## src/shared/dsh_map.svh

```systemverilog
// dsh_map.svh: widths, field positions and the run phase value for safe homing
// assumes inclusion by bare name from the package and the design modules
`ifndef DSH_MAP_SVH
`define DSH_MAP_SVH
`define DSH_POS_W          32        // position word width
`define DSH_CFG_STATIC_BIT 0         // config bit: 1 = static evaluation
`define DSH_CFG_EDGE_BIT   1         // config bit: 1 = rising edge, 0 = falling
`define DSH_CFG_SMP_BIT    2         // config bit: safely-monitored position configured
`define DSH_CFG_ENC2_BIT   3         // config bit: external encoder is channel 1
`define DSH_CFG_W          4         // config word width
`define DSH_STS_HOMED_BIT  0         // status bit: safe reference present
`define DSH_STS_BUSY_BIT   1         // status bit: channel 2 command running
`define DSH_STS_SMP_BIT    2         // status bit: monitored position permitted
`define DSH_STS_W          3         // status word width
`define DSH_PHASE_RUN      3'h4      // communication phase where reference is kept
`endif

```

## src/shared/dsh_pkg.sv

```systemverilog
// dsh_pkg.sv: types shared by both ends of the safe homing link
// assumes dsh_map.svh is on the include path
`include "dsh_map.svh"
package dsh_pkg;
    typedef logic [`DSH_POS_W-1:0] dsh_pos_t;   // signed position in increments
    // channel 2 homing sequence, one-hot
    typedef enum logic [3:0] {
        DSH_IDLE  = 4'h1,
        DSH_WAIT  = 4'h2,
        DSH_ALIGN = 4'h4,
        DSH_DONE  = 4'h8
    } dsh_state_t;
endpackage : dsh_pkg

```

## src/shared/dsh_if.sv

```systemverilog
// dsh_if.sv: link between the motion control unit and the safe homing logic
// assumes one clock for both ends; the bench joins the two modports
`timescale 1ns/1ps
`include "dsh_map.svh"
interface dsh_if;
    import dsh_pkg::*;
    logic                  ch2_cmd_start;    // parameter-write start of channel 2 command
    logic                  drv_homing_start; // start of drive-controlled homing command
    logic                  drv_homing_done;  // drive-controlled homing completed
    logic                  axis_moving;      // control unit reports axis in motion
    logic [`DSH_CFG_W-1:0] safety_cfg;       // safety configuration word
    dsh_pos_t              tol_window;       // tolerance window
    dsh_pos_t              ref_pos;          // reference position for safe reference
    logic [2:0]            comm_phase;       // communication phase
    logic [`DSH_STS_W-1:0] op_status;        // safety operating status
    logic                  safe_homing_error_diag; // homing failed, pulse
    modport dev (
        input  ch2_cmd_start, drv_homing_start, drv_homing_done, axis_moving,
               safety_cfg, tol_window, ref_pos, comm_phase,
        output op_status, safe_homing_error_diag
    );
    modport ctl (
        output ch2_cmd_start, drv_homing_start, drv_homing_done, axis_moving,
               safety_cfg, tol_window, ref_pos, comm_phase,
        input  op_status, safe_homing_error_diag
    );
endinterface : dsh_if

```

## src/verilog/dsh_device.sv

```systemverilog
// dsh_device.sv: safe homing logic of the second, diverse position channel
// assumes home switch and positions are synchronous to sys_clk
// Function
// - static: high switch at standstill sets reference
// - dynamic: configured edge while moving sets reference
// - configuration selects static or dynamic evaluation
// - align channel 2 to channel 1 position
// - valid only if difference within tolerance
// - start by digital input or parameter
// - control starts only with channel 1 homed; the control's drive homing start is not gated by ch1_homed
// - device makes no motion; control moves axis
// - drive homing auto-starts channel 2 command when monitored position is configured
// - control actuates switch if travel misses it
// - status reports safe reference present
// - external encoder selects second feedback set
// - drive homing positions at reference distance
// - integrator sets tolerance accuracy plus ten percent
// - success flags status, permits monitored position
// - leaving phase 4 discards reference
// - failure raises safe homing error diagnostic
`timescale 1ns/1ps
`include "dsh_map.svh"
module dsh_device
    import dsh_pkg::*;
#(
    parameter int POS_W = `DSH_POS_W
) (
    input  wire logic             sys_clk,
    input  wire logic             rst_n,
    dsh_if.dev                    link,
    input  wire logic             home_switch,     // channel 2 home switch input
    input  wire logic             ch2_start_in,    // digital input start of channel 2 command
    input  wire logic [POS_W-1:0] fb1_pos,         // position feedback 1 (motor encoder)
    input  wire logic [POS_W-1:0] fb2_pos,         // position feedback 2 (external encoder)
    input  wire logic [POS_W-1:0] ch2_raw_pos,     // channel 2 raw position
    output logic      [POS_W-1:0] ch2_actual_pos,  // channel 2 referenced position
    output logic                  ch2_homed,       // safe reference present
    output logic                  no_motion_req    // device never requests motion
);
    dsh_state_t       state_ff;        // sequence state
    logic [POS_W-1:0] offset_ff;       // channel 2 reference offset
    logic             sw_prev_ff;      // previous home switch level
    logic             homed_ff;        // safe reference valid
    logic             err_ff;          // error diagnostic pulse
    logic [POS_W-1:0] cap_pos_ff;      // channel 2 position at reference event
    logic [POS_W-1:0] ch2_pos_ff;      // referenced channel 2 position
    logic [POS_W-1:0] ch1_pos;         // selected channel 1 position
    logic             cfg_static;      // static evaluation chosen
    logic             edge_hit;        // configured edge seen
    logic             ref_event;       // reference event this cycle
    logic             start_req;       // digital input, parameter or monitored-position drive homing start
    logic             in_phase;        // in run phase
    logic [POS_W-1:0] diff;            // channel difference magnitude
    logic [POS_W-1:0] raw_diff;        // signed difference
    logic [POS_W-1:0] nxt_offset;      // aligned offset

    assign ch1_pos    = link.safety_cfg[`DSH_CFG_ENC2_BIT] ? fb2_pos : fb1_pos;
    assign cfg_static = link.safety_cfg[`DSH_CFG_STATIC_BIT];
    assign in_phase   = (link.comm_phase == `DSH_PHASE_RUN);
    // edge polarity picked by configuration
    assign edge_hit   = link.safety_cfg[`DSH_CFG_EDGE_BIT] ? (home_switch && !sw_prev_ff)
                                                           : (!home_switch && sw_prev_ff);
    // static: level at standstill; dynamic: edge during motion
    assign ref_event  = cfg_static ? (home_switch && !link.axis_moving)
                                   : (edge_hit && link.axis_moving);
    // drive homing starts channel 2 only with monitored position configured
    assign start_req  = ch2_start_in || link.ch2_cmd_start
                     || (link.drv_homing_start
                         && link.safety_cfg[`DSH_CFG_SMP_BIT]);
    // channel 2 position as referenced to the captured event
    assign nxt_offset = POS_W'(link.ref_pos - cap_pos_ff);
    assign raw_diff   = POS_W'(ch1_pos - (ch2_raw_pos + nxt_offset));
    assign diff       = raw_diff[POS_W-1] ? POS_W'(-raw_diff) : raw_diff;

    // switch history for edge detection
    always_ff @(posedge sys_clk or negedge rst_n) begin
        if (!rst_n) begin
            sw_prev_ff <= 1'b0;
        end else begin
            sw_prev_ff <= home_switch;
        end
    end

    // homing sequence; phase loss aborts everything
    always_ff @(posedge sys_clk or negedge rst_n) begin
        if (!rst_n) begin
            state_ff <= DSH_IDLE;
        end else if (!in_phase) begin
            state_ff <= DSH_IDLE;
        end else begin
            case (state_ff)
                DSH_IDLE:  if (start_req) begin
                    state_ff <= DSH_WAIT;
                end
                // waits for control-unit travel, no motion of its own
                DSH_WAIT:  if (ref_event) begin
                    state_ff <= DSH_ALIGN;
                end
                DSH_ALIGN: state_ff <= DSH_DONE;
                DSH_DONE:  state_ff <= DSH_IDLE;
                default:   state_ff <= DSH_IDLE;
            endcase
        end
    end

    // capture channel 2 raw position at the reference event
    always_ff @(posedge sys_clk or negedge rst_n) begin
        if (!rst_n) begin
            cap_pos_ff <= '0;
        end else if (state_ff == DSH_WAIT && ref_event) begin
            cap_pos_ff <= ch2_raw_pos;
        end
    end

    // alignment to channel 1 with tolerance check
    always_ff @(posedge sys_clk or negedge rst_n) begin
        if (!rst_n) begin
            offset_ff <= '0;
            homed_ff  <= 1'b0;
            err_ff    <= 1'b0;
        end else begin
            err_ff <= 1'b0;
            if (!in_phase) begin
                homed_ff <= 1'b0;
            end else if (state_ff == DSH_IDLE && start_req) begin
                homed_ff <= 1'b0;              // new command drops old reference
            end else if (state_ff == DSH_ALIGN) begin
                if (diff <= link.tol_window) begin
                    offset_ff <= POS_W'(ch1_pos - ch2_raw_pos);
                    homed_ff  <= 1'b1;
                end else begin
                    homed_ff  <= 1'b0;
                    err_ff    <= 1'b1;
                end
            end
        end
    end

    // referenced channel 2 position, registered
    always_ff @(posedge sys_clk or negedge rst_n) begin
        if (!rst_n) begin
            ch2_pos_ff <= '0;
        end else begin
            ch2_pos_ff <= POS_W'(ch2_raw_pos + offset_ff);
        end
    end

    // operating status and outputs, all registered
    always_ff @(posedge sys_clk or negedge rst_n) begin
        if (!rst_n) begin
            link.op_status              <= '0;
            link.safe_homing_error_diag <= 1'b0;
            ch2_homed                   <= 1'b0;
            no_motion_req               <= 1'b0;
            ch2_actual_pos              <= '0;
        end else begin
            link.op_status[`DSH_STS_HOMED_BIT] <= homed_ff;
            link.op_status[`DSH_STS_BUSY_BIT]  <= (state_ff != DSH_IDLE);
            link.op_status[`DSH_STS_SMP_BIT]   <= homed_ff
                && link.safety_cfg[`DSH_CFG_SMP_BIT];
            link.safe_homing_error_diag        <= err_ff;
            ch2_homed                          <= homed_ff;
            no_motion_req                      <= 1'b0;
            ch2_actual_pos                     <= ch2_pos_ff;
        end
    end
endmodule : dsh_device

```

## src/flat_wrapper.sv

```systemverilog
// flat-port wrapper written by rule: the top's interface ports become plain ports
module dsh_device_flat import dsh_pkg::*;
#(
    parameter int POS_W = `DSH_POS_W
)
  (sys_clk, rst_n, home_switch, ch2_start_in, fb1_pos, fb2_pos, ch2_raw_pos, ch2_actual_pos, ch2_homed, no_motion_req, link_ch2_cmd_start, link_drv_homing_start, link_drv_homing_done, link_axis_moving, link_safety_cfg, link_tol_window, link_ref_pos, link_comm_phase, link_op_status, link_safe_homing_error_diag);
  dsh_if link_i ();
  input  wire logic sys_clk;
  input  wire logic rst_n;
  input  wire logic home_switch;
  input  wire logic ch2_start_in;
  input  wire logic [POS_W-1:0] fb1_pos;
  input  wire logic [POS_W-1:0] fb2_pos;
  input  wire logic [POS_W-1:0] ch2_raw_pos;
  output logic      [POS_W-1:0] ch2_actual_pos;
  output logic ch2_homed;
  output logic no_motion_req;
  input wire logic [$bits(link_i.ch2_cmd_start)-1:0] link_ch2_cmd_start;
  input wire logic [$bits(link_i.drv_homing_start)-1:0] link_drv_homing_start;
  input wire logic [$bits(link_i.drv_homing_done)-1:0] link_drv_homing_done;
  input wire logic [$bits(link_i.axis_moving)-1:0] link_axis_moving;
  input wire logic [$bits(link_i.safety_cfg)-1:0] link_safety_cfg;
  input wire logic [$bits(link_i.tol_window)-1:0] link_tol_window;
  input wire logic [$bits(link_i.ref_pos)-1:0] link_ref_pos;
  input wire logic [$bits(link_i.comm_phase)-1:0] link_comm_phase;
  output wire logic [$bits(link_i.op_status)-1:0] link_op_status;
  output wire logic [$bits(link_i.safe_homing_error_diag)-1:0] link_safe_homing_error_diag;
  assign link_i.ch2_cmd_start = link_ch2_cmd_start;
  assign link_i.drv_homing_start = link_drv_homing_start;
  assign link_i.drv_homing_done = link_drv_homing_done;
  assign link_i.axis_moving = link_axis_moving;
  assign link_i.safety_cfg = link_safety_cfg;
  assign link_i.tol_window = link_tol_window;
  assign link_i.ref_pos = link_ref_pos;
  assign link_i.comm_phase = link_comm_phase;
  assign link_op_status = link_i.op_status;
  assign link_safe_homing_error_diag = link_i.safe_homing_error_diag;
  dsh_device #(.POS_W(POS_W)) u_core (.sys_clk(sys_clk), .rst_n(rst_n), .link(link_i), .home_switch(home_switch), .ch2_start_in(ch2_start_in), .fb1_pos(fb1_pos), .fb2_pos(fb2_pos), .ch2_raw_pos(ch2_raw_pos), .ch2_actual_pos(ch2_actual_pos), .ch2_homed(ch2_homed), .no_motion_req(no_motion_req));
endmodule
```

## config.mk

```make
export PLATFORM = sky130hd
export DESIGN_NAME = dsh_device_flat
export DESIGN_NICKNAME = d
export VERILOG_FILES = /design/src/shared/dsh_pkg.sv /design/src/shared/dsh_if.sv /design/src/verilog/dsh_device.sv /design/src/flat_wrapper.sv
export VERILOG_INCLUDE_DIRS = /design/src /design/src/shared
export SDC_FILE = /design/constraint.sdc
export NUM_CORES = 1
export LEC_CHECK = 0
export ABC_AREA = 0
export BUFFER_PORTS_ARGS = -buffer_cell sky130_fd_sc_hd__buf_4
export CAP_MARGIN = 20
export CORE_UTILIZATION = 45
export DETAILED_ROUTE_END_ITERATION = 7
export GPL_TIMING_DRIVEN = 1
export PLACE_DENSITY = 0.77
export SLEW_MARGIN = 20
export SYNTH_ARGS = -nofsm -noshare
export SYNTH_HDL_FRONTEND = slang
export SYNTH_SLANG_ARGS = --single-unit
export TNS_END_PERCENT = 20
```

## constraint.sdc

```tcl
create_clock -name sys_clk -period 17.07 [get_ports sys_clk]
set_input_delay 0.8535 -clock sys_clk [delete_from_list [all_inputs] [get_ports sys_clk]]
set_output_delay 0.8535 -clock sys_clk [all_outputs]
set_load 0.01 [all_outputs]
```

==> run metrics <==
status=complete, no violations; Mapped Cells=1450; Root Buffer=clkbuf_16; postcts setup bufs=0; Synth Flop Type=dfrtp_1; Critical Path RT=17.43 ns; Ant. Diodes=0; DRT antenna net count=0; Starting Density=45.7%; max-slew violation count=0; most frequent cells in the layout=buf_4, inv_1, dfrtp_1; most common cell after layout, fill and taps aside=buf_4; Most Used Layer, Global Route=met2; Clock Sinks=139; Clock Tree Buf Depth=2; Filler cells=2506; TNS Setup=0 ns; Seq pwr share=20.1%; type of the worst setup path=input port to register; final core occ=54.5%; gr usage total=22.9%; antenna violations before repair=0; Mapped Area=13100 sq um; clk_skew=0.0140 ns; placer congestion estimate=0.900; die area=29800 sq um; PwrDens=129 nW/um^2; # setup viols final=0; routed via count=11100; CTS tree=done; Core Rows=62; CTS Buf Count=17; Worst-Skew Late Latency=0.43 ns; finished layout cell area=15600 sq um; Post-Syn Area per Cell=9.03 sq um; Die Span Y=173 microns; chip width=173 microns; worst-path maximum fanout=63; largest net degree at the start of global routing=78; Synth top area share=26.4%; peak supply drop=0.0000585 V; PortBufs=210; # IOs=213; crit start category=input port; Comb power frac=61.4%; Final Routed Wirelength=33.6 mm; Max Clk Rate=113 MHz; Pre-antenna DRT Iters=5; cell leakage power=7.85 nW; syn_nets=1816; Core Region=28600 sq um; number of synthesized flops with an enable pin=0; global-route wire length before repair=55.5 mm; Final Cycle Share=51.7%; met1 track demand over resource=31.2%; total number of yosys warnings=0; vias per cell=5.44; internal power=1.15 mW; GR Overflow Total=0; synth top area cells=dfrtp_1, ha_1, fa_1; DR WL/cell=16.4 microns; register area share after synthesis=26.6%; ratio of cells with drive above 1 in the final layout=18.4%; Remaining DRCs=0; vias in the first global route=11300; crit path capture type=register; area delta synth->final=19.1%; switching share of power=43.0%; Async SR Flop Fraction=100%; Cell Area, Placed=15000 sq um; final-stage net count=2014; largest area contributor in the netlist=dfrtp_1; DR iter-0 viols=695; Worst-path clk slew=0.06 ns; Max-slew headroom=31.6%; worst hold path type=register to register; Post-DP HPWL=26.8 mm; GR Util met3=3.47%; met2 track demand over resource=37.1%; final hold violations=0; Least-Margin Pin Slew=1.02 ns; clock network power share=18.5%; RSZ-0062 raised after global routing=no; Arrival @ worst endpoint=9.19 ns; Max Cap Violations=0; PostCTS Resize Cnt=0; # hold bufs at CTS=0; fin crit period=8.82 ns; Synth Register Bits=139; count of cell types in the netlist=93; H-tree depth=4; Psw=866 uW
## flip-flops by register name, summed over array words and instances (netlist names)
name and flops:
u_core.link.safe_homing_error_diag 1, u_core.sw_prev_ff 1, u_core.homed_ff 1, u_core.err_ff 1, u_core.link.op_status 3, u_core.offset_ff 32, u_core.cap_pos_ff 32, u_core.state_ff 4
u_core.ch2_actual_pos 32, u_core.ch2_pos_ff 32
## worst paths after layout
check / endpoint / from / cells after the start / slack (ns)
max reg2reg: u_core.offset_ff[28]$_DFFE_PN0P_ / u_core.cap_pos_ff[17]$_DFFE_PN0P_ / 26 / 9.86
min reg2reg: u_core.ch2_actual_pos[2]$_DFF_PN0_ / u_core.ch2_pos_ff[2]$_DFF_PN0_ / 0 / 0.35
max in group asynchronous: u_core.offset_ff[29]$_DFFE_PN0P_ / rst_n / 2 / 15.23
min in group asynchronous: u_core.ch2_pos_ff[31]$_DFF_PN0_ / rst_n / 1 / 0.45
min: u_core.ch2_actual_pos[2]$_DFF_PN0_ / u_core.ch2_pos_ff[2]$_DFF_PN0_ / 0 / 0.35
max: u_core.offset_ff[28]$_DFFE_PN0P_ / link_safety_cfg[3] / 28 / 8.25
## power by group through the flow
| stage | Sequential [mW] | Clock [mW] | Combinational [mW] |
|---|---|---|---|
| after floorplan | 0.417 | 0 | 0.933 |
| final | 0.406 | 0.373 | 1.24 |
| after detailed placement | 0.410 | 0 | 1.22 |
| after CTS | 0.406 | 0.379 | 1.23 |
| after global placement | 0.410 | 0 | 1.18 |
| after global routing | 0.412 | 0.391 | 1.39 |
## through the flow
step	hold WS, ns	setup WS [ns]	power, mW	std cells
2_1_floorplan	0.331	9.29	1.35	1450
3_3_place_gp	0.334	7.91	1.59	2013
3_5_place_dp	0.335	7.76	1.63	2013
4_1_cts	0.346	8.16	2.02	2044
5_1_grt	0.346	7.71	2.19	2044
6_report	0.345	8.25	2.02	2044
## area by class of cell
class	count	area, sq um	area share [%]
timing repair buffer	214	1610	10.3
sequential	139	3480	22.3
multi-input combinational	1084	8730	56.0
clock buffer	18	429	2.75
clock inverter	13	145	0.931
inverter	192	721	4.62
tap	384	480	3.08
## cell usage after synthesis, types with 4 or more instances
master    instances
nor2_1           64
a311o_1           4
a21boi_0          5
o211ai_1         10
o21ai_1           8
and3_1           19
o41ai_1           4
buf_2             9
nor4_1            6
mux2i_1          30
o21a_1           15
nor2b_1          16
xor2_1           33
a21o_1           59
mux2_2           26
clkbuf_1         20
dfrtp_1         138
nand2_1          93
or3_1            11
nand4_1          13
fa_1             64
a211o_1           6
o21ai_0         101
o21bai_1         10
o31ai_1          10
a311oi_1          5
nand2b_1         10
ha_1            127
a31oi_1          13
inv_1           192
and2_1           13
xnor2_1          67
nand3_1          28
nor3_1           29
a21oi_1          88
a211oi_1         12
nor3b_1           5
## critical path, cell delays in order
cell       delay (ns)
buf_4            0.45
mux2i_1          0.55
fa_1             0.54
fa_1             0.51
inv_1            0.04
ha_1             0.45
inv_1            0.10
o31ai_1          0.42
a221o_1          0.32
a21o_1           0.18
a31oi_1          0.13
a31oi_1          0.24
mux2_2           0.39
a211oi_2         0.80
a31oi_1          0.11
xor2_1           0.20
ha_1             0.32
nand4_1          0.09
or3_1            0.40
nor4_1           0.43
nand3_1          0.22
nand2b_1         0.12
a21oi_1          0.04
a21o_1           0.16
nand3b_1         0.16
buf_4            0.31
a2111oi_0        0.44
a21o_1           0.12
## kinds of logic after synthesis
group	Yosys count	synth area share [%]
muxes	56	4.53
DFF	139	26.6
adders and majority gates	191	21.9
xor gates and xnor gates	100	6.69
buffers and inverters	227	6.77
other	1	0.0287
and+or+nand+nor	336	13.2
AOI/OAI and AO/OA	400	20.3
## routing by layer
| metal | wire [microns] | share of wire [%] |
|---|---|---|
| met1 | 15900 | 47 |
| met2 | 15400 | 46 |
| met3 | 1470 | 4.4 |
| met4 | 858 | 2.6 |
| met5 | 0 | 0 |
No activity file was read; power rests on OpenSTA's default activity.
